$ cat src/apfso_regs.vh
// Shared constants for the audio playback FIFO and serial output block.
`ifndef APFSO_REGS_VH
`define APFSO_REGS_VH
`define APFSO_SAMPLE_BITS   16
`define APFSO_WORD_BITS     32
`define APFSO_FIFO_DEPTH    16
`define APFSO_LEFT_MSB      31
`define APFSO_LEFT_LSB      16
`define APFSO_RIGHT_MSB     15
`define APFSO_RIGHT_LSB     0
`define APFSO_ZERO_SAMPLE   16'h0000
`define APFSO_ZERO_BIT      1'h0
`define APFSO_SET_BIT       1'h1
`define APFSO_MCLK_KHZ      18432
`define APFSO_BLOCK_BYTES   512
`endif

$ cat src/apfso_fifo.v
// Synchronous FIFO with a registered output stage and valid/ready on both sides.
`timescale 1ns/100ps
`include "apfso_regs.vh"
module apfso_fifo #(
  parameter WIDTH = `APFSO_WORD_BITS,
  parameter DEPTH = `APFSO_FIFO_DEPTH
) (
  input  wire             clk,
  input  wire             rst,
  input  wire             inValid,
  input  wire [WIDTH-1:0] inData,
  output wire             inReady,
  output wire             full,
  output reg              outValid_ff,
  output reg  [WIDTH-1:0] outData_ff,
  input  wire             outReady
);
  localparam AW = (DEPTH > 1) ? $clog2(DEPTH) : 1;

  reg [WIDTH-1:0] mem [0:DEPTH-1];
  reg [AW-1:0]    wrPtr_ff;
  reg [AW-1:0]    rdPtr_ff;
  reg [AW:0]      count_ff;

  wire doWrite = inValid & ~full;
  wire doLoad  = (count_ff != {(AW+1){1'h0}}) & (~outValid_ff | outReady);

  assign full    = (count_ff == DEPTH[AW:0]);
  assign inReady = ~full;

  always @(posedge clk) begin
    if (doWrite) begin
      mem[wrPtr_ff] <= inData;
    end
  end

  always @(posedge clk) begin
    if (rst) begin
      wrPtr_ff    <= {AW{1'h0}};
      rdPtr_ff    <= {AW{1'h0}};
      count_ff    <= {(AW+1){1'h0}};
      outValid_ff <= 1'h0;
      outData_ff  <= {WIDTH{1'h0}};
    end else begin
      if (doWrite) begin
        wrPtr_ff <= (wrPtr_ff == DEPTH[AW-1:0] - 1'h1) ? {AW{1'h0}} : wrPtr_ff + 1'h1;
      end
      if (doLoad) begin
        outData_ff  <= mem[rdPtr_ff];
        outValid_ff <= 1'h1;
        rdPtr_ff    <= (rdPtr_ff == DEPTH[AW-1:0] - 1'h1) ? {AW{1'h0}} : rdPtr_ff + 1'h1;
      end else if (outReady) begin
        outValid_ff <= 1'h0;
      end
      if (doWrite & ~doLoad) begin
        count_ff <= count_ff + 1'h1;
      end else if (~doWrite & doLoad) begin
        count_ff <= count_ff - 1'h1;
      end
    end
  end
endmodule

$ cat src/apfso_serial_out.v
// Audio playback block: sample FIFO fed by the processor, I2S serial output to the codec.
`timescale 1ns/100ps
`include "apfso_regs.vh"
module apfso_serial_out #(
  parameter SAMPLE_BITS = `APFSO_SAMPLE_BITS,
  parameter FIFO_DEPTH  = `APFSO_FIFO_DEPTH
) (
  input  wire                     sys_clk,
  input  wire                     rst,
  input  wire                     audioMclkIn,
  output wire                     codecMclk,
  input  wire                     serialBitClock,
  input  wire                     channelSelectClock,
  output reg                      serialData_ff,
  input  wire                     wrValid,
  input  wire [2*SAMPLE_BITS-1:0] wrData,
  output wire                     wrReady,
  output wire                     fifoFull,
  output reg                      underrun_ff
);
  localparam WB       = 2 * SAMPLE_BITS;
  localparam CW       = $clog2(SAMPLE_BITS + 1);
  localparam ST_WAIT  = 2'h0;
  localparam ST_LEFT  = 2'h1;
  localparam ST_RIGHT = 2'h2;

  reg                   bclkMeta_ff;
  reg                   bclkSync_ff;
  reg                   bclkPrev_ff;
  reg                   lrMeta_ff;
  reg                   lrSync_ff;
  reg                   lrAtFall_ff;
  reg [SAMPLE_BITS-1:0] shift_ff;
  reg [SAMPLE_BITS-1:0] rightHold_ff;
  reg [CW-1:0]          bitCount_ff;
  reg [1:0]             state_ff;
  reg [1:0]             nxt_state;
  reg [CW-1:0]          nxt_bitCount;
  reg [SAMPLE_BITS-1:0] nxt_shift;
  reg [SAMPLE_BITS-1:0] nxt_rightHold;
  reg                   nxt_serialData;
  reg                   nxt_lrAtFall;
  reg                   nxt_underrun;

  wire          fifoValid;
  wire [WB-1:0] fifoData;
  wire          bclkFall;
  wire          lrChange;
  wire          frameStart;
  wire          popWord;
  wire          rightStart;
  wire          bitPending;

  // The master clock goes straight to the codec pin.
  assign codecMclk = audioMclkIn;

  // Both codec clocks pass two flip-flops before any logic looks at them.
  always @(posedge sys_clk) begin
    if (rst) begin
      bclkMeta_ff <= `APFSO_ZERO_BIT;
      bclkSync_ff <= `APFSO_ZERO_BIT;
      bclkPrev_ff <= `APFSO_ZERO_BIT;
      lrMeta_ff   <= `APFSO_ZERO_BIT;
      lrSync_ff   <= `APFSO_ZERO_BIT;
    end else begin
      bclkMeta_ff <= serialBitClock;
      bclkSync_ff <= bclkMeta_ff;
      bclkPrev_ff <= bclkSync_ff;
      lrMeta_ff   <= channelSelectClock;
      lrSync_ff   <= lrMeta_ff;
    end
  end

  // Edges are found from the codec clocks themselves, so no rate is assumed.
  assign bclkFall   = bclkPrev_ff & ~bclkSync_ff;
  assign lrChange   = bclkFall & (lrSync_ff != lrAtFall_ff);
  assign frameStart = lrChange & ~lrSync_ff;
  assign popWord    = frameStart & fifoValid;
  assign rightStart = lrChange & lrSync_ff & (state_ff == ST_LEFT);
  assign bitPending = (bitCount_ff < SAMPLE_BITS[CW-1:0]);

  // The FIFO carries whole stereo words from the write port to the transmitter.
  apfso_fifo #(
    .WIDTH (WB),
    .DEPTH (FIFO_DEPTH)
  ) u_fifo (
    .clk         (sys_clk),
    .rst         (rst),
    .inValid     (wrValid),
    .inData      (wrData),
    .inReady     (wrReady),
    .full        (fifoFull),
    .outValid_ff (fifoValid),
    .outData_ff  (fifoData),
    .outReady    (frameStart)
  );

  // Slot tracking: nothing is sent before the first left slot has begun.
  always @* begin
    nxt_state = state_ff;
    case (state_ff)
      ST_WAIT: begin
        if (frameStart) begin
          nxt_state = ST_LEFT;
        end
      end
      ST_LEFT: begin
        if (rightStart) begin
          nxt_state = ST_RIGHT;
        end
      end
      ST_RIGHT: begin
        if (frameStart) begin
          nxt_state = ST_LEFT;
        end
      end
      default: begin
        nxt_state = ST_WAIT;
      end
    endcase
  end

  // Data change on the bit clock's fall; the MSB follows one bit after the channel edge.
  always @* begin
    nxt_lrAtFall   = lrAtFall_ff;
    nxt_serialData = serialData_ff;
    nxt_shift      = shift_ff;
    nxt_rightHold  = rightHold_ff;
    nxt_bitCount   = bitCount_ff;
    nxt_underrun   = frameStart & ~fifoValid;
    if (bclkFall) begin
      nxt_lrAtFall = lrSync_ff;
      if (bitPending) begin
        nxt_serialData = shift_ff[SAMPLE_BITS-1];
      end else begin
        nxt_serialData = `APFSO_ZERO_BIT;
      end
      if (frameStart) begin
        nxt_bitCount = {CW{`APFSO_ZERO_BIT}};
        if (popWord) begin
          nxt_shift     = fifoData[`APFSO_LEFT_MSB:`APFSO_LEFT_LSB];
          nxt_rightHold = fifoData[`APFSO_RIGHT_MSB:`APFSO_RIGHT_LSB];
        end else begin
          nxt_shift     = `APFSO_ZERO_SAMPLE;
          nxt_rightHold = `APFSO_ZERO_SAMPLE;
        end
      end else if (rightStart) begin
        nxt_bitCount = {CW{`APFSO_ZERO_BIT}};
        nxt_shift    = rightHold_ff;
      end else begin
        nxt_shift = {shift_ff[SAMPLE_BITS-2:0], `APFSO_ZERO_BIT};
        if (bitPending) begin
          nxt_bitCount = bitCount_ff + 1'h1;
        end
      end
    end
  end

  // Slot state register.
  always @(posedge sys_clk) begin
    if (rst) begin
      state_ff <= ST_WAIT;
    end else begin
      state_ff <= nxt_state;
    end
  end

  // Channel level seen at the last bit clock fall.
  always @(posedge sys_clk) begin
    if (rst) begin
      lrAtFall_ff <= `APFSO_ZERO_BIT;
    end else begin
      lrAtFall_ff <= nxt_lrAtFall;
    end
  end

  // Sample shifter and the held right half.
  always @(posedge sys_clk) begin
    if (rst) begin
      shift_ff     <= `APFSO_ZERO_SAMPLE;
      rightHold_ff <= `APFSO_ZERO_SAMPLE;
    end else begin
      shift_ff     <= nxt_shift;
      rightHold_ff <= nxt_rightHold;
    end
  end

  // Bits sent since the last load; it starts saturated so reset sends zeros.
  always @(posedge sys_clk) begin
    if (rst) begin
      bitCount_ff <= SAMPLE_BITS[CW-1:0];
    end else begin
      bitCount_ff <= nxt_bitCount;
    end
  end

  // Serial data register towards the codec.
  always @(posedge sys_clk) begin
    if (rst) begin
      serialData_ff <= `APFSO_ZERO_BIT;
    end else begin
      serialData_ff <= nxt_serialData;
    end
  end

  // Underrun pulse, one cycle per frame started on an empty FIFO.
  always @(posedge sys_clk) begin
    if (rst) begin
      underrun_ff <= `APFSO_ZERO_BIT;
    end else begin
      underrun_ff <= nxt_underrun;
    end
  end
endmodule

$ cat config.mk
export PLATFORM = sky130hd
export DESIGN_NAME = apfso_serial_out
export DESIGN_NICKNAME = d
export VERILOG_FILES = /design/src/apfso_fifo.v /design/src/apfso_serial_out.v
export VERILOG_INCLUDE_DIRS = /design/src
export SDC_FILE = /design/constraint.sdc
export NUM_CORES = 1
export LEC_CHECK = 0
export CAP_MARGIN = 20
export CELL_PAD_IN_SITES_DETAIL_PLACEMENT = 0
export CELL_PAD_IN_SITES_GLOBAL_PLACEMENT = 2
export CORE_UTILIZATION = 24
export DETAILED_ROUTE_END_ITERATION = 8
export DONT_BUFFER_PORTS = 1
export PLACE_DENSITY = 0.47
export SLEW_MARGIN = 20
export SYNTH_ARGS = -nofsm -noshare
export SYNTH_HDL_FRONTEND = slang
export SYNTH_HIERARCHICAL = 1
export SYNTH_SLANG_ARGS = --single-unit
$ cat constraint.sdc
create_clock -name sys_clk -period 3.8 [get_ports sys_clk]
set_input_delay 0.19 -clock sys_clk [delete_from_list [all_inputs] [get_ports sys_clk]]
set_output_delay 0.19 -clock sys_clk [all_outputs]
set_load 0.01 [all_outputs]
== Word-level counts from Yosys, hierarchy flattened ==
Memory sizes are Yosys's and may differ from the RTL's. A register that Yosys moved wholly into a read port is not among the register bits.
Cells that the tools add are included.

* Muxes and demuxes: 19
* Bitwise logic cells: 18
* Reductions and logical operators: 9
* Equality and inequality tests: 8
* $lt $le $gt $ge: 1
* $add $sub $neg: 5

{| class="wikitable"
|+ Operator list
! operator !! count
|-
| $mux W16 || 4
|-
| $mux W5 || 5
|-
| $and A1 B1 Y1 || 11
|-
| $add A5 B1 Y5 const B || 2
|-
| $add A4 B1 Y4 const B || 2
|-
| $eq A4 B4 Y1 const B || 2
|-
| $mux W4 || 2
|-
| $not A1 Y1 || 6
|-
| $reduce_and A2 Y1 || 3
|-
| $eq A5 B5 Y1 const B || 1
|-
| $lt A5 B5 Y1 const B || 1
|-
| $mux W1 || 5
|-
| $reduce_bool A5 Y1 || 1
|-
| $sub A5 B1 Y5 const B || 1
|-
| $mux W2 || 2
|-
| $pmux W2 S2 || 1
|-
| $reduce_bool A2 Y1 || 2
|-
| $reduce_bool A3 Y1 || 1
|-
| $eq A2 B1 Y1 const B || 1
|-
| $eq A2 B2 Y1 const B || 1
|-
| $logic_not A2 Y1 || 1
|-
| $ne A2 B1 Y1 const B || 1
|-
| $ne A2 B2 Y1 const B || 1
|-
| $reduce_or A2 Y1 || 1
|-
| 2 further kinds || 2
|}

* Input bits: 38
* Output and inout bits: 5
* RAM bits: 512
* Register bits: 61
* Word-level logic and storage cells: 77
* Memories kept: 1

{| class="wikitable"
|+ Memory list
! name !! depth !! width !! rd ports !! clocked after Yosys merged registers in !! wr ports !! line !! source
|-
| u_fifo.mem || 16 || 32 || 1 || 1 || 1 || apfso_fifo.v:20 || <nowiki>reg [WIDTH-1:0] mem [0:DEPTH-1];</nowiki>
|}

== Logic depth before layout (Yosys ltp) ==
* Depth after elaboration: 9
* Depth in mapped cells: 15
* Gate-level depth less buffers: 13

== Hierarchy ==
The synthesis kept the hierarchy.

{| class="wikitable"
|+ Modules (own cells, without submodules)
! module !! cells each !! area each (µm²) !! instances !! seq. area each (µm²)
|-
| apfso_fifo || 1145 || 21519.4 || 1 || 16295.6
|-
| apfso_serial_out || 258 || 2250.9 || 1 || 940.9
|}

== Worst setup path after synthesis ==
OpenSTA, ideal clock, no wires.

* Path kind: register to register
* Start point: reg u_fifo.count_ff[0]
* End point: mem u_fifo/mem[0][0] (netlist bit), enable pin
* Buffers on the path: 1
* Required time: 3.339 ns
* Stages on the path, launching flop included: 6
* Arrival: 3.210 ns
* Period minus slack after synthesis: 3.671 ns
* Path slack: 0.129 ns
* Library setup time: 0.461 ns
* Cells stage by stage: dfxtp_1 -> nor4_4 -> a21boi_0 -> buf_2 -> nand2_1 -> nor3_1

* Word-level cells in the longest chain between the ends: 5

{| class="wikitable"
|+ Ends and longest elaborated chain
! item !! line !! source
|-
| from (decl) || apfso_fifo.v:23 || <nowiki>reg [AW:0] count_ff;</nowiki>
|-
| from (signal assigned) || apfso_fifo.v:41 || <nowiki>count_ff <= {(AW+1){1'h0}};</nowiki>
|-
| from (signal assigned) || apfso_fifo.v:56 || <nowiki>count_ff <= count_ff + 1'h1;</nowiki>
|-
| from (signal assigned) || apfso_fifo.v:58 || <nowiki>count_ff <= count_ff - 1'h1;</nowiki>
|-
| $eq A5 B5 Y1 || apfso_fifo.v:28 || <nowiki>assign full = (count_ff == DEPTH[AW:0]);</nowiki>
|-
| $not A1 Y1 || apfso_fifo.v:25 || <nowiki>wire doWrite = inValid & ~full;</nowiki>
|-
| $and A1 B1 Y1 || apfso_fifo.v:25 ||
|-
| named net u_fifo.doWrite || apfso_fifo.v:25 ||
|-
| $mux W1 || apfso_fifo.v:32 || <nowiki>if (doWrite) begin</nowiki>
|-
| $mux W1 (implied by the code) || apfso_fifo.v:33 || <nowiki>mem[wrPtr_ff] <= inData;</nowiki>
|-
| to (decl) || apfso_fifo.v:20 ||
|}

The timed path passes the listed nets, and every way through them passes these cells.

== Final worst setup path ==
* Start point: reg lrSync_ff
* End point: reg u_fifo.count_ff[4]

* Word-level cells in the longest chain between the ends: 8
* Elaborated cells on any way between the ends: 11
* Classes of those cells: 1 x eq/ne; 1 x mux; 8 x bitwise; 1 x reduce/logical

{| class="wikitable"
|+ Ends and longest elaborated chain
! item !! line !! source
|-
| from (decl) || apfso_serial_out.v:31 || <nowiki>reg lrSync_ff;</nowiki>
|-
| from (signal assigned) || apfso_serial_out.v:64 || <nowiki>lrSync_ff <= `APFSO_ZERO_BIT;</nowiki>
|-
| from (signal assigned) || apfso_serial_out.v:70 || <nowiki>lrSync_ff <= lrMeta_ff;</nowiki>
|-
| $ne A1 B1 Y1 || apfso_serial_out.v:76 || <nowiki>assign lrChange = bclkFall & (lrSync_ff != lrAtFall_ff);</nowiki>
|-
| $and A1 B1 Y1 || apfso_serial_out.v:76 ||
|-
| $and A1 B1 Y1 (*) || apfso_serial_out.v:77 || <nowiki>assign frameStart = lrChange & ~lrSync_ff;</nowiki>
|-
| $or A1 B1 Y1 (*) || apfso_fifo.v:26 || <nowiki>wire doLoad = (count_ff != {(AW+1){1'h0}}) & (~outValid_ff | outReady);</nowiki>
|-
| $and A1 B1 Y1 (*) || apfso_fifo.v:26 ||
|-
| $not A1 Y1 || apfso_fifo.v:55 || <nowiki>if (doWrite & ~doLoad) begin</nowiki>
|-
| $and A1 B1 Y1 || apfso_fifo.v:55 ||
|-
| $mux W5 or $reduce_bool A2 Y1 (tied branches) || -- ||
|}

Every way passes the cells marked *; elsewhere a longest branch is shown, timed or not.
A chain may end at the register's enable or synchronous reset.

==> metrics.csv <==
stage,metric,value,unit
detailed_routing,1st-iter DRT viols,748,
grt,largest net degree at the start of global routing,78,
logic_synthesis,main combinational cell family by area after synthesis,multiplexers,
timing,Setup TNS,0,ns
placement,DPL Wire Length,35.36,mm
cells_and_area,"most common cell after layout, fill and taps aside",edfxtp_1,
detailed_routing,drt drc,0,
timing,# setup viols final,0,
setup_path,CP bufs+invs,3,
cells_and_area,FF+latch area,17250,µm²
setup_path,"Slowest-stage cell, CP",dfxtp_1,
placement,GP Congestion,0.6884,
logic_synthesis,multiplexer area fraction after synthesis,13.56,%
logic_synthesis,Post-Synth Adder-Cell Area,0.6632,%
setup_path,"Worst Path Class, Setup",reg2reg,
timing,Worst Skew,0.01841,ns
placement,IO Port Bufs,0,
timing,Worst Tran Pin Value,1.091,ns
setup_path,FF-to-FF path depth,12,
timing,final slew viol count,0,
logic_synthesis,Syn. warnings,6,
timing,fmax,325.0,MHz
cells_and_area,fin nets,1514,
setup_path,Worst Path Max Fanout,17,
power_and_ir_drop,Comb power frac,16.3,%
setup_path,kind of end point of the critical path,register,
clocking,clock sinks,605,
floorplan,Core Rows,115,
hold_path,Worst Hold Class,in2reg,
cells_and_area,"commonest non-fill, non-tap cells in the layout","edfxtp_1, mux2i_1, dfxtp_1",
setup_path,Stages on worst setup path,12,
setup_path,Crit path largest cell delay,0.43,ns
clocking,CTS tree,done,
timing,RSZ-0062 raised after global routing,false,
clocking,setup bufs post-CTS,0,
floorplan,Boundary Pins,43,
detailed_routing,post-DR wirelength/cell,23.03,µm
detailed_routing,Routed WL,64.67,mm
job,Max-cap violations,0,
logic_synthesis,simple logic cell fraction of the synthesized area,4.532,%
floorplan,die height,316.7,µm
floorplan,die width,316.7,µm
logic_synthesis,post-synth top area cell,edfxtp_1,
power_and_ir_drop,Clk network pwr share,39.9,%
setup_path,worst path cell trace,nand4bb_1 > clkinv_4 > nand2b_1 > a21boi_4 > inv_1 > ha_1 > inv_1 > ha_1 > a21o_1 > a21oi_1 > mux2i_1 > mux2_2,
clocking,depth of the CTS H-tree,3,
cells_and_area,area of the multi-input gates,5982,µm²
cells_and_area,Filler cells,9792,
detailed_routing,DRT Pass-1 Iters,5,
grt,gr ovfl total,0,
clocking,clk_lat worst skew,0.60,ns
logic_synthesis,number of synthesized register bits,605,
power_and_ir_drop,Net Sw Frac,26.05,%
grt,vias in the first global route,13080,
hold_path,hold depth,3,
logic_synthesis,Synth Flop Type,edfxtp_1,
power_and_ir_drop,Pleak,0.008720,µW
detailed_routing,vias,12480,
timing,Tmin final,3.077,ns
logic_synthesis,"Distinct cells, synth",52,
timing,Max-slew headroom,27.21,%
timing,Final Hold Viols,0,
clocking,clk slew on worst S/H paths,0.06,ns
timing,share of the clock period used by the worst path,80.97,%
setup_path,Startpoint Class,register,
cells_and_area,layout cells sized above 1,17.16,%
grt,first-pass GRT wire length,94.07,mm
grt,initial antenna violation count,5,
detailed_routing,vias per std cell,4.444,
power_and_ir_drop,P_int,13190,µW
logic_synthesis,Post-synth EDFFs,512,
logic_synthesis,Compound-Gate Fraction of Synth Area,5.680,%
floorplan,Initial Util,24.19,%
power_and_ir_drop,Peak VDD IR,0.3689,mV
logic_synthesis,"Seq/Total Area, Yosys",72.51,%
power_and_ir_drop,Psw,4647,µW
power_and_ir_drop,Seq pwr share,43.8,%
logic_synthesis,Mean Syn Cell Area,16.94,µm²
floorplan,die footprint,100300,µm²
cells_and_area,"Area growth, synth to finish",18.77,%
logic_synthesis,ys async rst share,0,%
clocking,clk buf depth,3,
grt,Tot GR Track Use,13.10,%
clocking,root buf cell,clkbuf_16,
detailed_routing,final antenna-violating net count,0,
logic_synthesis,syn_nets,1453,
floorplan,core area,98280,µm²
status,status,"finished, final reports clean",
logic_synthesis,Synth Area in XOR/XNOR,0.1842,%
setup_path,Required @ worst endpoint,4.29,ns
cells_and_area,fin util,28.73,%
setup_path,WP data arrival,3.56,ns
logic_synthesis,Area contributors post-synth,"edfxtp_1, dfxtp_1, mux2i_1, mux4_2, o22ai_1",
logic_synthesis,Syn Inst Count,1403,
clocking,CTS buffer count,72,
logic_synthesis,Post-Synthesis Cell Area,23770,µm²
cells_and_area,# diodes,0,
logic_synthesis,post-synth top area share,64.68,%
setup_path,Top Family by Delay on Critical Path,multiplexers,
power_and_ir_drop,Pwr per Cell Area,631.8,nW/µm²
final timing paths:
path,slack (ns),start,end
setup reg to reg,0.72,lrSync_ff,u_fifo/count_ff[4]
setup / recovery,0.72,lrSync_ff,u_fifo/count_ff[4]
hold reg to reg,0.46,rightHold_ff[7],rightHold_ff[7]
hold / removal,0.09,wrValid,u_fifo/wrPtr_ff[3]
metrics by stage:
step	setup WS (ns)	hold WS [ns]	area [µm²]	instances	total power (µW)
2_1_floorplan	0.1287	0.2889	23770	1403	10030
3_3_place_gp	0.7098	0.2898	25400	2641	10850
3_5_place_dp	0.7304	0.2897	25400	2641	10860
4_1_cts	0.6949	0.05546	28230	2808	18210
5_1_grt	0.5244	0.09812	28230	2808	18670
6_report	0.7232	0.08624	28230	2808	17840
area by class of cell:
cell class	instances	share of cell area, %
clock inverters	38	1.728
flip-flops and latches	605	61.10
multi-input cells	687	21.19
inverters	16	0.2305
clock buffers	93	6.954
well taps	1287	5.704
repair buffers	82	3.094
per-layer routing:
layer | vias to the layer above | GRT usage, % | wire [µm]
met5 | - | 0 | 25
met4 | 4 | 4.524 | 1575
met3 | 89 | 1.956 | 2081
met2 | 194 | 21.53 | 31260
met1 | 6512 | 17.60 | 29720
li1 | 5680 | - | -
registers in the layout, summed over array words and instances, names as in the netlist:
name,cells
bclkMeta_ff,1
underrun_ff,1
state_ff,2
lrAtFall_ff,1
u_fifo/outValid_ff,1
lrMeta_ff,1
lrSync_ff,1
u_fifo/wrPtr_ff,4
u_fifo/count_ff,5
serialData_ff,1
u_fifo/mem,512
bclkPrev_ff,1
u_fifo/outData_ff,32
bitCount_ff,5
rightHold_ff,16
bclkSync_ff,1
shift_ff,16
u_fifo/rdPtr_ff,4
worst register-to-register path: stages (launching register included):
cell and delay, ns:
dfxtp_1 0.43, nand4bb_1 0.24, clkinv_4 0.19, nand2b_1 0.21
a21boi_4 0.14, inv_1 0.16, ha_1 0.24, inv_1 0.12
ha_1 0.31, a21o_1 0.19, a21oi_1 0.17, mux2i_1 0.22
mux2_2 0.34
timing repair:
action,in CTS,in global routing
resized for setup,0,0
hold buffers,36,0
endpoints found under the hold margin,588,0
Yosys cell counts, drive strengths merged (2+ instances only):
cell type and count:
ha 11, nand4b 3, a41oi 3, clkbuf 26, mux2i 177, nor2b 8
a21oi 44, a211oi 33, o22ai 79, nor4 2, nand2b 6, nand3 19
xor2 5, nand3b 2, nand2 33, o32ai 2, a31oi 8, a21boi 2
nand4bb 2, mux4 64, dfxtp 93, o21ai 17, buf 69, inv 15
nor3 40, nor2 97, nand4 3, edfxtp 512, o211ai 16
logic make-up after synthesis:
logic type,count (synthesis)
AO/OA/AOI/OAI,208
AND/OR/NAND/NOR,220
XOR/XNOR,5
buffers and inverters,111
multiplexers,242
adder cells (fa/ha/maj),12
flip-flops,605
power by group through the flow:
stage / Sequential, µW / Clock [µW] / Combinational (µW)
6_report: 7810 / 7110 / 2920
5_1_grt: 7850 / 7590 / 3230
4_1_cts: 7830 / 7350 / 3030
3_5_place_dp: 7970 / 0 / 2900
3_3_place_gp: 7960 / 0 / 2900
2_1_floorplan: 7780 / 0 / 2250
No activity file was read; power rests on OpenSTA's default activity.
